==> src/hw/cmp_defines.svh <==
`ifndef CMP_DEFINES_SVH
`define CMP_DEFINES_SVH

// register byte offsets on the apb window
`define CMP_OFS_CTRL 8'h00
`define CMP_OFS_PAD 8'h04
`define CMP_OFS_PRIM 8'h08
`define CMP_OFS_SEC 8'h0c
`define CMP_OFS_STAT 8'h10
`define CMP_OFS_TB2_CTRL 8'h14
`define CMP_OFS_TB2_PER 8'h18
`define CMP_OFS_TB2_CNT 8'h1c
`define CMP_OFS_TB3_CTRL 8'h20
`define CMP_OFS_TB3_PER 8'h24
`define CMP_OFS_TB3_CNT 8'h28

// field positions
`define CMP_BIT_IDLE 13
`define CMP_BIT_FAULT 4
`define CMP_BIT_TBSEL 3
`define CMP_MODE_HI 2
`define CMP_MODE_LO 0
`define CMP_BIT_PADDIS 3
`define CMP_BIT_TBON 15
`define CMP_BIT_IRQ 0

// reset values
`define CMP_RST_BIT 1'h0
`define CMP_RST_WORD 32'h0000_0000

`endif

==> src/hw/cmp_pkg.sv <==
package cmp_pkg;

    // channel mode codes as software writes them
    typedef enum logic [2:0] {
        MODE_OFF = 3'h0,
        MODE_SET_HIGH = 3'h1,
        MODE_SET_LOW = 3'h2,
        MODE_TOGGLE = 3'h3,
        MODE_ONE_PULSE = 3'h4,
        MODE_PULSE_TRAIN = 3'h5,
        MODE_PWM = 3'h6,
        MODE_PWM_FAULT = 3'h7
    } compare_mode_sel_t;

    // pulse sequencer, gray along rise -> fall -> done
    typedef enum logic [1:0] {
        PS_WAIT_RISE = 2'h0,
        PS_WAIT_FALL = 2'h1,
        PS_DONE = 2'h3
    } pulse_state_t;

endpackage

==> src/hw/cmp_timebase.sv <==
`timescale 1ns/100ps
`include "cmp_defines.svh"

module cmp_timebase #(
    parameter int W = 16
) (
    // clock and reset
    input wire logic clk_in,
    input wire logic rst_in,
    // control and software writes
    input wire logic on_in,
    input wire logic cnt_wr_in,
    input wire logic per_wr_in,
    input wire logic [W-1:0] wdata_in,
    // state
    output logic [W-1:0] count_out,
    output logic [W-1:0] period_out
);
    typedef struct packed {
        logic [W-1:0] count;
        logic [W-1:0] period;
    } tb_state_t;

    tb_state_t st_q;
    tb_state_t st_d;

    // the logic handles widths from 2 to 16 bits only
    if (W < 2 || W > 16) begin : g_bad_width
        $error("cmp_timebase: width out of range");
    end

    // count up, wrap to zero on the period match
    always_comb begin
        st_d = st_q;
        if (cnt_wr_in) begin
            st_d.count = wdata_in;
        end else if (on_in) begin
            if (st_q.count == st_q.period) begin
                st_d.count = '0;
            end else begin
                st_d.count = st_q.count + W'(1);
            end
        end
        if (per_wr_in) begin
            st_d.period = wdata_in;
        end
    end

    always_ff @(posedge clk_in or posedge rst_in) begin
        if (rst_in) begin
            st_q <= '0;
        end else begin
            st_q <= st_d;
        end
    end

    assign count_out = st_q.count;
    assign period_out = st_q.period;
endmodule

==> src/hw/output_compare_pwm_channel.sv <==
// Local design decisions: the APB interface to the registers and the register offsets.
`timescale 1ns/100ps
`include "cmp_defines.svh"
//
// Contract
// - continuous pulse mode starts low, pulses every period
// - pulse modes rise on primary match
// - pulse modes fall on secondary match
// - continuous pulses set flag on secondary match
// - time base wraps to zero at period
// - rise, fall, wrap repeat without end
// - primary compare read-only in pwm modes
// - duty copied to primary at period match
// - primary value at start sets first duty
// - period N gives N plus one counts
// - duty zero holds output low
// - duty above period holds output high
// - duty equal period: low one count
// - mode codes off, set, clear, toggle, single
// - codes 110/111 pwm without/with fault input
// - fault status set by fault, cleared by a control register write
// - time base select picks third or second timer
// - idle halt bit stops channel in idle
// - pad disable keeps output off the pin
// - secondary writable anytime without period disturbance
// - single pulse stays low until mode rewritten

module output_compare_pwm_channel
    import cmp_pkg::*;
#(
    parameter int W = 16
) (
    // clock and reset
    input wire logic CLK_IN,
    input wire logic RST_IN,
    // apb slave
    input wire logic [7:0] PADDR,
    input wire logic PSEL,
    input wire logic PENABLE,
    input wire logic PWRITE,
    input wire logic [31:0] PWDATA,
    output logic [31:0] PRDATA,
    output logic PREADY,
    output logic PSLVERR,
    // processor idle state, same clock domain
    input wire logic IDLE_IN,
    // fault input pin, asynchronous
    input wire logic FAULT_INPUT_PIN_IN,
    // compare output pin and internal trigger
    output logic COMPARE_OUT_PIN_OUT,
    output logic COMPARE_OUT_PIN_OE_OUT,
    output logic TRIGGER_OUT,
    // compare event flag
    output logic COMPARE_IRQ_FLAG_OUT
);
    typedef struct packed {
        compare_mode_sel_t mode;
        logic idle_halt;
        logic tb_sel;
        logic fault;
        logic pad_dis;
        logic [W-1:0] prim;
        logic [W-1:0] sec;
        logic irq;
        pulse_state_t pst;
        logic out;
        logic oe;
        logic pin;
        logic flt_meta;
        logic flt_sync;
        logic tb2_on;
        logic tb3_on;
        logic [31:0] prdata;
        logic pready;
        logic pslverr;
    } chan_state_t;

    chan_state_t st_q;
    chan_state_t st_d;

    if (W < 2 || W > 16) begin : g_bad_width
        $error("output_compare_pwm_channel: width out of range");
    end

    logic [W-1:0] cnt2;
    logic [W-1:0] per2;
    logic [W-1:0] cnt3;
    logic [W-1:0] per3;
    logic [W-1:0] cnt;
    logic [W-1:0] per;
    logic [W-1:0] wdata;
    logic access;
    logic wr;
    logic halt;
    logic is_pwm;
    logic match_p;
    logic match_s;
    logic match_per;
    logic fault_evt;

    // address match, used by every write strobe; the read mux decodes PADDR in a case
    function automatic logic hit(input logic [7:0] a, input logic [7:0] ofs);
        return a == ofs;
    endfunction

    // pad a register field into the bus word, upper bits read zero
    function automatic logic [31:0] word(input logic [W-1:0] v);
        return {{(32 - W){1'b0}}, v};
    endfunction

    function automatic logic is_pwm_mode(input compare_mode_sel_t m);
        return m == MODE_PWM || m == MODE_PWM_FAULT;
    endfunction

    // a write takes effect only at the edge that completes the access
    assign access = PSEL & PENABLE & st_q.pready;
    assign wr = access & PWRITE;
    assign wdata = PWDATA[W-1:0];

    // the two time bases the channel can follow
    cmp_timebase #(.W(W)) u_tb2 (
        .clk_in(CLK_IN),
        .rst_in(RST_IN),
        .on_in(st_q.tb2_on),
        .cnt_wr_in(wr && hit(PADDR, `CMP_OFS_TB2_CNT)),
        .per_wr_in(wr && hit(PADDR, `CMP_OFS_TB2_PER)),
        .wdata_in(wdata),
        .count_out(cnt2),
        .period_out(per2)
    );

    cmp_timebase #(.W(W)) u_tb3 (
        .clk_in(CLK_IN),
        .rst_in(RST_IN),
        .on_in(st_q.tb3_on),
        .cnt_wr_in(wr && hit(PADDR, `CMP_OFS_TB3_CNT)),
        .per_wr_in(wr && hit(PADDR, `CMP_OFS_TB3_PER)),
        .wdata_in(wdata),
        .count_out(cnt3),
        .period_out(per3)
    );

    // selected time base and the three match terms
    always_comb begin
        cnt = st_q.tb_sel ? cnt3 : cnt2;
        per = st_q.tb_sel ? per3 : per2;
        halt = st_q.idle_halt & IDLE_IN;
        is_pwm = is_pwm_mode(st_q.mode);
        match_p = cnt == st_q.prim;
        match_s = cnt == st_q.sec;
        match_per = cnt == per;
        fault_evt = (st_q.mode == MODE_PWM_FAULT) & st_q.flt_sync & ~halt;
    end

    // channel behaviour, then software writes, then sticky sets
    always_comb begin
        st_d = st_q;
        // fault pin passes two flops before anything looks at it
        st_d.flt_meta = FAULT_INPUT_PIN_IN;
        st_d.flt_sync = st_q.flt_meta;

        if (!halt) begin
            case (st_q.mode)
                MODE_OFF: st_d.out = 1'b0;
                MODE_SET_HIGH: begin
                    if (match_p) begin
                        st_d.out = 1'b1;
                    end
                end
                MODE_SET_LOW: begin
                    if (match_p) begin
                        st_d.out = 1'b0;
                    end
                end
                MODE_TOGGLE: begin
                    if (match_p) begin
                        st_d.out = ~st_q.out;
                    end
                end
                MODE_ONE_PULSE, MODE_PULSE_TRAIN: begin
                    case (st_q.pst)
                        PS_WAIT_RISE: begin
                            if (match_p) begin
                                st_d.out = 1'b1;
                                st_d.pst = PS_WAIT_FALL;
                            end
                        end
                        PS_WAIT_FALL: begin
                            if (match_s) begin
                                st_d.out = 1'b0;
                                st_d.irq = 1'b1;
                                // the train re-arms, the single pulse parks
                                st_d.pst = (st_q.mode == MODE_PULSE_TRAIN) ?
                                    PS_WAIT_RISE : PS_DONE;
                            end
                        end
                        PS_DONE: st_d.out = 1'b0;
                        default: st_d.pst = PS_WAIT_RISE;
                    endcase
                end
                default: begin
                    // pwm: level from count against duty, one cycle behind
                    // the count so every count value maps to one output cycle
                    st_d.out = cnt < st_q.prim;
                    if (match_per) begin
                        st_d.prim = st_q.sec;
                    end
                    if (st_q.fault || fault_evt) begin
                        st_d.out = 1'b0;
                    end
                end
            endcase
        end

        if (wr) begin
            if (hit(PADDR, `CMP_OFS_CTRL)) begin
                st_d.mode = compare_mode_sel_t'(PWDATA[`CMP_MODE_HI:`CMP_MODE_LO]);
                st_d.idle_halt = PWDATA[`CMP_BIT_IDLE];
                st_d.tb_sel = PWDATA[`CMP_BIT_TBSEL];
                st_d.fault = 1'b0;
                st_d.pst = PS_WAIT_RISE;
                // each mode write re-initialises the pin
                st_d.out = compare_mode_sel_t'(PWDATA[`CMP_MODE_HI:`CMP_MODE_LO])
                    == MODE_SET_LOW;
            end
            if (hit(PADDR, `CMP_OFS_PAD)) begin
                st_d.pad_dis = PWDATA[`CMP_BIT_PADDIS];
            end
            if (hit(PADDR, `CMP_OFS_PRIM) && !is_pwm) begin
                st_d.prim = wdata;
            end
            if (hit(PADDR, `CMP_OFS_SEC)) begin
                st_d.sec = wdata;
            end
            if (hit(PADDR, `CMP_OFS_STAT) && PWDATA[`CMP_BIT_IRQ]) begin
                st_d.irq = 1'b0;
            end
            if (hit(PADDR, `CMP_OFS_TB2_CTRL)) begin
                st_d.tb2_on = PWDATA[`CMP_BIT_TBON];
            end
            if (hit(PADDR, `CMP_OFS_TB3_CTRL)) begin
                st_d.tb3_on = PWDATA[`CMP_BIT_TBON];
            end
        end

        // hardware sets win over a clear in the same cycle
        if (fault_evt) begin
            st_d.fault = 1'b1;
        end
        if (!halt && match_s && st_q.pst == PS_WAIT_FALL &&
            (st_q.mode == MODE_ONE_PULSE || st_q.mode == MODE_PULSE_TRAIN)) begin
            st_d.irq = 1'b1;
        end

        st_d.oe = ~st_d.pad_dis;
        // pin value gets its own flop so the port has no gate behind it
        st_d.pin = st_d.out & st_d.oe;

        // apb answers in the first access cycle, no wait states
        st_d.pready = PSEL & ~PENABLE;
        st_d.pslverr = 1'b0;
        st_d.prdata = `CMP_RST_WORD;
        if (PSEL && !PENABLE) begin
            case (PADDR)
                `CMP_OFS_CTRL: begin
                    st_d.prdata[`CMP_MODE_HI:`CMP_MODE_LO] = st_q.mode;
                    st_d.prdata[`CMP_BIT_IDLE] = st_q.idle_halt;
                    st_d.prdata[`CMP_BIT_TBSEL] = st_q.tb_sel;
                    st_d.prdata[`CMP_BIT_FAULT] = st_q.fault;
                end
                `CMP_OFS_PAD: st_d.prdata[`CMP_BIT_PADDIS] = st_q.pad_dis;
                `CMP_OFS_PRIM: st_d.prdata = word(st_q.prim);
                `CMP_OFS_SEC: st_d.prdata = word(st_q.sec);
                `CMP_OFS_STAT: st_d.prdata[`CMP_BIT_IRQ] = st_q.irq;
                `CMP_OFS_TB2_CTRL: st_d.prdata[`CMP_BIT_TBON] = st_q.tb2_on;
                `CMP_OFS_TB2_PER: st_d.prdata = word(per2);
                `CMP_OFS_TB2_CNT: st_d.prdata = word(cnt2);
                `CMP_OFS_TB3_CTRL: st_d.prdata[`CMP_BIT_TBON] = st_q.tb3_on;
                `CMP_OFS_TB3_PER: st_d.prdata = word(per3);
                `CMP_OFS_TB3_CNT: st_d.prdata = word(cnt3);
                default: st_d.pslverr = 1'b1; // unmapped, write already ignored
            endcase
        end
    end

    // all channel state in one register
    always_ff @(posedge CLK_IN or posedge RST_IN) begin
        if (RST_IN) begin
            st_q <= '0;
            st_q.oe <= 1'b1;
        end else begin
            st_q <= st_d;
        end
    end

    // outputs straight from the state register
    assign PRDATA = st_q.prdata;
    assign PREADY = st_q.pready;
    assign PSLVERR = st_q.pslverr;
    assign COMPARE_OUT_PIN_OUT = st_q.pin; // pin parked low when disabled
    assign COMPARE_OUT_PIN_OE_OUT = st_q.oe;
    assign TRIGGER_OUT = st_q.out; // still usable inside with the pad off
    assign COMPARE_IRQ_FLAG_OUT = st_q.irq;

    logic ctl_wr;
    assign ctl_wr = wr && hit(PADDR, `CMP_OFS_CTRL);
endmodule

==> config.mk <==
export PLATFORM = sky130hd
export DESIGN_NAME = output_compare_pwm_channel
export DESIGN_NICKNAME = d
export VERILOG_FILES = /design/src/hw/cmp_pkg.sv /design/src/hw/cmp_timebase.sv /design/src/hw/output_compare_pwm_channel.sv
export VERILOG_INCLUDE_DIRS = /design/src /design/src/hw
export SDC_FILE = /design/constraint.sdc
export NUM_CORES = 1
export LEC_CHECK = 0
export ABC_AREA = 1
export BUFFER_PORTS_ARGS = -buffer_cell sky130_fd_sc_hd__buf_2
export CAP_MARGIN = 20
export CORE_ASPECT_RATIO = 1.5
export CORE_MARGIN = 2
export CORE_UTILIZATION = 50
export DETAILED_ROUTE_END_ITERATION = 6
export HOLD_SLACK_MARGIN = 0.02
export PLACE_DENSITY = 0.74
export SLEW_MARGIN = 30
export SYNTH_ARGS = -nofsm -noshare
export SYNTH_HDL_FRONTEND = slang
export SYNTH_SLANG_ARGS = --single-unit
==> constraint.sdc <==
create_clock -name CLK_IN -period 4.1 [get_ports CLK_IN]
set_input_delay 0.82 -clock CLK_IN [delete_from_list [all_inputs] [get_ports CLK_IN]]
set_output_delay 0.82 -clock CLK_IN [all_outputs]
set_load 0.01 [all_outputs]
; ---- Word level (Yosys, flattened, before mapping)
; Cells that the tools add are included.
[word_totals]
out_inout_bits = 38
latchBits = 0
ff_bits = 147
in_bits = 47
n_memories = 0
elab_cells = 138
mem_bits_rw = 0
romBits = 0
[op_classes]
eq_ne = 25
muxes = 44
div_mod_pow = 0
shift = 0
reduce_logical = 31
n_lt_le_gt_ge = 1
bitwise = 12
n_addsub = 2
n_mul = 0
[op_table]
columns = operator, n
row1 = 16-bit 2-to-1 mux, 14
row2 = 16-bit == test, 5
row3 = 8-bit case mux with 6 select lines, 1
row4 = 38-bit 2-to-1 mux, 1
row5 = "16-bit by 1-bit adder with 16-bit output, second input constant", 2
row6 = "8-bit by 5-bit == test with 1-bit output, second input constant", 4
row7 = "8-bit by 6-bit == test with 1-bit output, second input constant", 3
row8 = 1-bit case mux with 8 select lines, 3
row9 = "8-bit by 4-bit == test with 1-bit output, second input constant", 2
row10 = 16-bit < comparator, 1
row11 = 1-bit case mux with 7 select lines, 2
row12 = 2-bit case mux with 7 select lines, 1
row13 = "3-bit == test, second input constant", 4
row14 = 1-bit 2-to-1 mux, 12
row15 = 11-bit OR reduction, 1
row16 = 1-bit logical AND, 10
row17 = 2-bit AND reduction, 5
row18 = "3-bit by 2-bit == test with 1-bit output, second input constant", 3
row19 = 3-bit 2-to-1 mux, 3
row20 = 1-bit bitwise AND, 8
row21 = "8-bit by 3-bit == test with 1-bit output, second input constant", 1
row22 = 8-bit logical NOT, 1
row23 = 4-bit 2-to-1 mux, 2
row24 = 2-bit nonzero test, 4
row25 = 15 further kinds, 22

; ---- Logic depth before layout (Yosys ltp)
; Gate-level depths: netlist of the first run.
[depth]
ltp_word = 11
ltp_mapped = 22

; ---- Cells and area by module
; A second synthesis of the first run with hierarchy kept.
[unflattened]
hier_cells = 1295
area_unflattened_um2 = 9080.0
[by_module_without_submodules]
columns = mod, cells_each, instances, area_each_um2
row1 = output_compare_pwm_channel, 769, 1, 5153.7
row2 = cmp_timebase, 263, 2, 1963.1

; ---- Worst setup path before layout of the first run
; Ideal clock, no wire load.
[synth_path]
path_type = reg-to-reg
start = reg st_q[78] (netlist bit)
end = reg st_q (netlist bit COMPARE_OUT_PIN_OUT)
slack_ps = 1439
path_stages_with_launch = 22
setup_time_ps = 121
period_less_slack_ps = 2661
arrival_ps = 2539
required_time_ps = 3979
cell_sequence = dfrtp_1 -> buf_6 -> buf_6 -> nand2_1 -> nand2_1 -> inv_1 -> ha_1 -> nand2_1 -> inv_1 -> nand3_1 -> or2_2 -> nor4_1 -> inv_1 -> ha_1 -> inv_1 -> o21ai_0 -> a31oi_1 -> nand2_1 -> nand2_1 -> nand2_1 -> nand2_1 -> a21oi_1
[synth_lines]
columns = item, line
row1 = "start, declared", output_compare_pwm_channel.sv:78  ; chan_state_t st_q;
row2 = "start signal, assigned", output_compare_pwm_channel.sv:292  ; st_q <= st_d;

==> results of run 1 <==
-- sequential cells by signal, indices dropped and copies added, names as in the netlist --
register and count:
st_q 44, PRDATA 16, u_tb2.count_out 16, u_tb2.period_out 16
u_tb3.count_out 16, u_tb3.period_out 16, COMPARE_IRQ_FLAG_OUT 1, COMPARE_OUT_PIN_OE_OUT 1
COMPARE_OUT_PIN_OUT 1, PREADY 1, PSLVERR 1, TRIGGER_OUT 1
st_d 1
-- power groups by stage --
stage | sequential (mW) | clock, mW | combinational [mW]
after CTS | 1.32 | 1.56 | 0.192
after global placement | 1.34 | 0 | 0.188
after detailed placement | 1.34 | 0 | 0.191
final | 1.32 | 1.55 | 0.194
after floorplan | 1.34 | 0 | 0.129
after global routing | 1.32 | 1.61 | 0.215
-- path summary, 6_finish.rpt --
check                                           end  slack (ns)  depth (start not counted)
worst min-delay path                       st_q[36]        0.37                          0
worst min register to register             st_q[36]        0.37                          0
worst max register to register  COMPARE_OUT_PIN_OUT        0.83                         18
max in group asynchronous                 PRDATA[6]        2.91                          3
min in group asynchronous                  st_q[56]        0.51                          3
worst max-delay path            COMPARE_OUT_PIN_OUT        0.83                         18
-- synth_stat cells, types with 11 or more instances --
cell,count,area share
inv_1,145,0.064
o21ai_0,92,0.054
inv_2,11,0.0049
nand2_1,299,0.13
xnor2_1,11,0.011
clkbuf_1,20,0.0089
o221ai_1,16,0.017
dfrtp_1,130,0.38
o22ai_1,53,0.039
a21oi_1,22,0.013
nand3_1,45,0.027
nor3_1,16,0.0094
xor2_1,30,0.031
nor2_1,73,0.032
a31oi_1,13,0.0096
ha_1,20,0.030
buf_4,35,0.031
nand4_1,15,0.011
a221oi_1,12,0.012
-- cell type report --
class,instances,area share
Clock buffer,22,0.05003
Sequential cell,131,0.3534
Multi-Input combinational cell,801,0.4535
Timing Repair Buffer,61,0.03668
Inverter,157,0.06392
Clock inverter,10,0.01416
Tap cell,210,0.02832
-- cell families (layout without fill, tap and decap cells) --
logic type | after synthesis | after routing
adders and majority gates | 20 | 20
and+or+nand+nor | 480 | 480
xor gates and xnor gates | 41 | 41
AOI/OAI and AO/OA | 244 | 244
other | 1 | 16
buffers and inverters | 230 | 250
DFF | 131 | 131
-- metal layers --
metal / GRT usage / vias up / wire length, um
met5: 0 / - / 0
met4: 0.1716 / 0 / 1409
met3: 0.04589 / 86 / 1545
met2: 0.4844 / 386 / 12730
met1: 0.3697 / 3762 / 10490
li1: - / 3800 / -
-- worst max-delay path, stage by stage (launching register included) --
cell	delay [ns]
dfrtp_1	0.41
inv_2	0.32
nand2_1	0.13
nand2_1	0.15
inv_1	0.06
ha_1	0.29
nand4_1	0.14
or2_2	0.37
nor4_1	0.24
inv_1	0.14
ha_1	0.28
inv_1	0.05
o21ai_0	0.08
a31oi_1	0.16
nand2_1	0.07
nand2_1	0.06
nand2_1	0.04
nand2_1	0.10
a21oi_1	0.07
==> out/metrics.yaml, run 1 <==
final_common_cell: "nand2_1"
hold_path_startpoint: "st_d[36]"
grt_max_degree: 132
synth_edf_count: 0
synthToLayoutAreaGrowth_pct: 9.397
ys_ff_latch: 131
dp_cells: 1360
synth-simple-area-share: 0.2421
diodes: 0
slew-limit-headroom: 0.3639
setup_slack_ns: 0.8258
first_global_vias: 7464
powerDensity_nw_per_um2: 330.2
power.switching_mw: 0.7238
maxCapViolations: 0
die_h_um: 163.5
dpl.hpwl_um: 19340
wl_per_cell_um: 18.80
status: "completed"
timing.hold.ws_ns: 0.3695
end_kind: "register"
clock_sinks: 131
synth_compound_area_frac: 0.1748
p_seq_frac: 0.430
grt-ovfl-total: 0
swShare: 0.2362
synthMuxAreaShare: 0
final-seq-area_um2: 3279
clk_path_buf_depth: 2
clockPowerShare: 0.506
startpoint_type: "register"
synth_top_family_by_area: "simple AND/OR/NAND/NOR gates"
cts_tree: "yes"
crit_arrival_ns: 3.59
fmax_ghz: 0.3054
report.final.slew_viol_count: 0
cts_setup_buffers: 0
dieArea_um2: 18040
combinationalPowerShare: 0.063
seq_area_frac_synth: 0.3866
hold_buffers: 0
grtUsageTotal: 0.2976
p_int_mw: 2.340
drtAntennaViolNets: 0
drt_iter0_drc: 899
layout_common_cells: "nand2_1 (299), inv_1 (143), dfrtp_1 (130), o21ai_0 (92), nor2_1 (72)"
drc: 0
final.min_clock_period_ns: 3.274
clk_pin_slew_ns: 0.06
hold_path_class: "reg2reg"
critical_path.max_fanout: 25
grt_setup_unrepaired: "false"
placed_cell_area_um2: 8683
ys_async_sr_fraction: 1.000
vias: 8034
finalCritPeriodShare: 0.7986
design_area_um2: 9279
setup_viol_count_final: 0
place_congestion: 0.9966
p_leak_nw: 4.683
initial_core_util: 0.5082
io_pins: 85
dp_slack_ns: 0.8189
drive_gt1_frac: 0.1058
viasPerCell: 5.772
dieWidth_um: 110.3
antenna_found_initial: 0
cts_root_buf: "clkbuf_16"
final_core_util: 0.5559
multi_input_area_um2: 4208
synth_warnings: 0
tightest_slew_ns: 0.9518
firstDrtPassIters: 6
cts_max_level: 4
netlist_area_um2: 8482
cts.repair.resized: 0
fin_setup_tns_ns: 0
cp.required_ns: 4.42
netlist_instances: 1147
ir_worst_vdd_uv: 282.3
synth_top_flop_cell: "dfrtp_1"
hold_viol: 0
grt_pass1_wl_um: 39810
synth_cell_type_count: 46
port_buffers: 52
synth-xor-area-share: 0.04234
reg2reg_from: "st_q[78]"
criticalPathCategory: "reg2reg"
wirelength_um: 26180
core_um2: 16690
cts_inserted_buffers: 17
layout.nets: 1236
fin_skew_ns: 0.008231
clk_latency_ns: 0.43
row_count: 58
syn_avg_cell_area_um2: 7.395
crit_path_start: "st_q[78]"
power_mw: 3.064
nFillCells: 1578
instances_no_fill: 1392
synth_fa_ha_area_frac: 0.02950
Note: power is estimated with default switching activity, not from simulation.
==> run 2, diff against run 1 <==
--- a/config.mk
+++ b/config.mk
@@ -6,7 +6,7 @@
 export SDC_FILE = /design/constraint.sdc
 export NUM_CORES = 1
 export LEC_CHECK = 0
-export ABC_AREA = 1
+export ABC_AREA = 0
 export BUFFER_PORTS_ARGS = -buffer_cell sky130_fd_sc_hd__buf_2
 export CAP_MARGIN = 20
 export CORE_ASPECT_RATIO = 1.5
@@ -14,7 +14,7 @@
 export CORE_UTILIZATION = 50
 export DETAILED_ROUTE_END_ITERATION = 6
 export HOLD_SLACK_MARGIN = 0.02
-export PLACE_DENSITY = 0.74
+export PLACE_DENSITY = 0.71
 export SLEW_MARGIN = 30
 export SYNTH_ARGS = -nofsm -noshare
 export SYNTH_HDL_FRONTEND = slang
==> constraint.sdc (replaced) <==
create_clock -name CLK_IN -period 3.3 [get_ports CLK_IN]
set_input_delay 0.66 -clock CLK_IN [delete_from_list [all_inputs] [get_ports CLK_IN]]
set_output_delay 0.66 -clock CLK_IN [all_outputs]
set_load 0.01 [all_outputs]
==> out/metrics.yaml, run 2 <==
powerDensity_nw_per_um2: 399.9  # +21%
initial_core_util: 0.5135  # +0.005372
place_congestion: 0.9870  # -0.96%
path_cells: "buf_12 -> buf_12 -> mux2_4 -> ha_4 -> nand4_1 -> nor3_4 -> nand4_1 -> ha_1 -> mux2_4 -> a211oi_2 -> a21oi_1 -> a21oi_2 -> nor4_2"
drt_iter0_drc: 860  # -4.3%
dpl.hpwl_um: 19840  # +2.6%
cts_tree: "yes"
cp.required_ns: 3.61  # -0.81 ns
clk_path_buf_depth: 2  # unchanged
status: "completed"
multi_input_area_um2: 4642  # +10%
grt_max_degree: 132  # unchanged
synth_area_leaders: "dfrtp_1 (39%), mux2_2 (9.2%), xor2_1 (3.4%)"
crit_arrival_ns: 3.47  # -0.12 ns
drc: 0  # unchanged
final_common_cell: "dfrtp_1"
tightest_slew_ns: 0.9169  # -0.03496 ns
final.min_clock_period_ns: 3.161  # -0.1129 ns
gr-usage-met3: 0.04976  # +0.003869
top_register: "st_q"
startpoint_type: "register"
slowest_stage: "dfrtp_1"
criticalPathCategory: "reg2reg"
instances_no_fill: 1126  # -19%
grt_setup_unrepaired: "true"
p_seq_frac: 0.419  # -0.011
layout_common_cells: "dfrtp_1 (130), mux2_2 (64), buf_4 (62), buf_2 (52), nand2_1 (50)"
synth_cell_type_count: 73  # +59%
ff2ff_setup_slack_ns: 0.14  # -0.69 ns
clockPowerShare: 0.533  # +0.027
drive_gt1_frac: 0.2913  # +0.1856
clk_pin_slew_ns: 0.06  # about the same
port_buffers: 52  # unchanged
fmax_ghz: 0.3163  # +3.6%
hold_viol: 0  # unchanged
maxCapViolations: 0  # unchanged
diodes: 0  # unchanged
yosysMostFrequentCell: "dfrtp_1"
fin_skew_ns: 0.006275  # -0.001956 ns
die_h_um: 162.3  # -0.76%
ys_ff_latch: 131  # unchanged
power_mw: 3.904  # +27%
row_count: 57  # -1.7%
cts_root_buf: "clkbuf_16"
synth_edf_count: 0  # unchanged
nFillCells: 1376  # -13%
wirelength_um: 28670  # +9.5%
synthTopCellsByCount: "dfrtp_1 (130), mux2_2 (68), nand2_1 (50)"
core_um2: 16260  # -2.6%
dp_cells: 1081  # -21%
clk_latency_ns: 0.42  # about the same
timing.hold.ws_ns: 0.3380  # -0.03150 ns
synthToLayoutAreaGrowth_pct: 16.92
seq_area_frac_synth: 0.3927  # +0.006083
layout.nets: 975  # -21%
hold_buffers: 0  # unchanged
dieArea_um2: 17770  # -1.5%
cp_num_buf_inv: 2  # -2
drtAntennaViolNets: 0  # unchanged
grt-ovfl-total: 0  # unchanged
largest_reg_flops: 44  # unchanged
syn_avg_cell_area_um2: 9.906  # +34%
cts_max_level: 4  # unchanged
cpLargestDelayFamily: "simple AND/OR/NAND/NOR gates"
setup_viol_count_final: 0  # unchanged
p_int_mw: 3.008  # +29%
io_pins: 85  # unchanged
netlist_instances: 843  # -27%
slew-limit-headroom: 0.3861  # +0.02215
synth_top_flop_cell: "dfrtp_1"
synth_top_area_share: 0.3896  # +0.006034
critical_path.max_fanout: 5  # -80%
viasPerCell: 6.657  # +15%
grt_busiest_layer: "met2"
vias: 7496  # -6.7%
finalCritPeriodShare: 0.9580  # +0.1594
antenna_found_initial: 0  # unchanged
wl_per_cell_um: 25.46  # +35%
swShare: 0.2296  # -0.006641
firstDrtPassIters: 6  # unchanged
report.final.slew_viol_count: 0  # unchanged
end_kind: "register"
netlist_area_um2: 8351  # -1.5%
first_global_vias: 7289  # -2.3%
synth_warnings: 0  # unchanged
final-seq-area_um2: 3279  # unchanged
grtUsageTotal: 0.3278  # +0.03024
hold_path_class: "in2reg"
power.switching_mw: 0.8964  # +24%
dieWidth_um: 109.5  # -0.75%
grt_util_met1: 0.3816  # +0.01186
gr-usage-met2: 0.5351  # +0.05069
ys_async_sr_fraction: 1.000  # unchanged
yosysTopAreaCell: "dfrtp_1"
combinationalPowerShare: 0.048  # -0.015
grt_pass1_wl_um: 42890  # +7.7%
slowest_delay_ns: 0.40  # about the same
clock_sinks: 131  # unchanged
cts_inserted_buffers: 17  # unchanged
ir_worst_vdd_uv: 279.8  # -0.89%
p_leak_nw: 4.262  # -9.0%
-- run 2: changes by cell type after synthesis, moves of 23 or more --
cell,before,now
a22oi_1,0,30
inv_1,145,31
mux2_2,0,68
nand2_1,299,50
nand3_1,45,22
nor2_1,73,34
o21ai_0,92,18
o22ai_1,53,3
-- run 2: routing by layer --
metal / wire [um] / vias up
met5: 0 / -
met4: 2742 / 0
met3: 1998 / 151
met2: 13850 / 462
met1: 10080 / 3654
li1: - / 3229
-- run 2: through the flow --
step,cell area (um2),setup slack [ns],utilization,TNS (ns)
final,9763,0.1387,0.6004,0
after global placement,8835,0.05910,0.5433,0
after detailed placement,8835,0.02405,0.5433,0
after CTS,9479,0.04849,0.5829,0
after floorplan,8411,0.2325,-,0
after global routing,9763,-0.03543,0.6004,-0.05569
-- run 2: cells by family after synthesis --
| group | share of synthesized area |
|---|---|
| buffers and inverters | 0.07627 |
| other | 0.0004491 |
| XOR/XNOR | 0.06293 |
| multiplexers | 0.1050 |
| AO/OA/AOI/OAI | 0.1735 |
| AND/OR/NAND/NOR | 0.1591 |
| adder cells (fa/ha/maj) | 0.02997 |
| flip-flops | 0.3927 |
-- run 2: power by group through the flow --
stage               logic [mW]  clock network [mW]  registers [mW]
detailed placement       0.180                   0            1.66
floorplan                0.109                   0            1.66
global placement         0.178                   0            1.66
CTS                      0.181                2.09            1.63
global route             0.205                2.15            1.63
finish                   0.187                2.08            1.63
-- run 2: repair_timing --
item,in CTS,in global routing
buffers inserted,0,14
resized for setup,1,28
pin swaps,0,8
endpoints found under the setup margin,2,2
endpoints found under the hold margin,0,0
gates cloned,0,0
-- run 2: final cells by class --
| class | instances | share of cell area |
|---|---|---|
| sequential | 131 | 0.3359 |
| tap | 206 | 0.02640 |
| multi-input combinational | 607 | 0.4755 |
| inverter | 32 | 0.01269 |
| clock buffer | 18 | 0.04396 |
| clock inverter | 13 | 0.02153 |
| timing repair buffer | 119 | 0.08407 |
-- run 2: path summary, 6_finish.rpt --
kind	from	end	cells past startpoint
setup / recovery	st_q[78]	COMPARE_OUT_PIN_OUT	13
max in group asynchronous	RST_IN	st_q[68]	3
hold / removal	FAULT_INPUT_PIN_IN	st_d[36]	1
hold reg to reg	st_d[36]	st_q[36]	0
setup reg to reg	st_q[78]	COMPARE_OUT_PIN_OUT	13
min in group asynchronous	RST_IN	PSLVERR	3
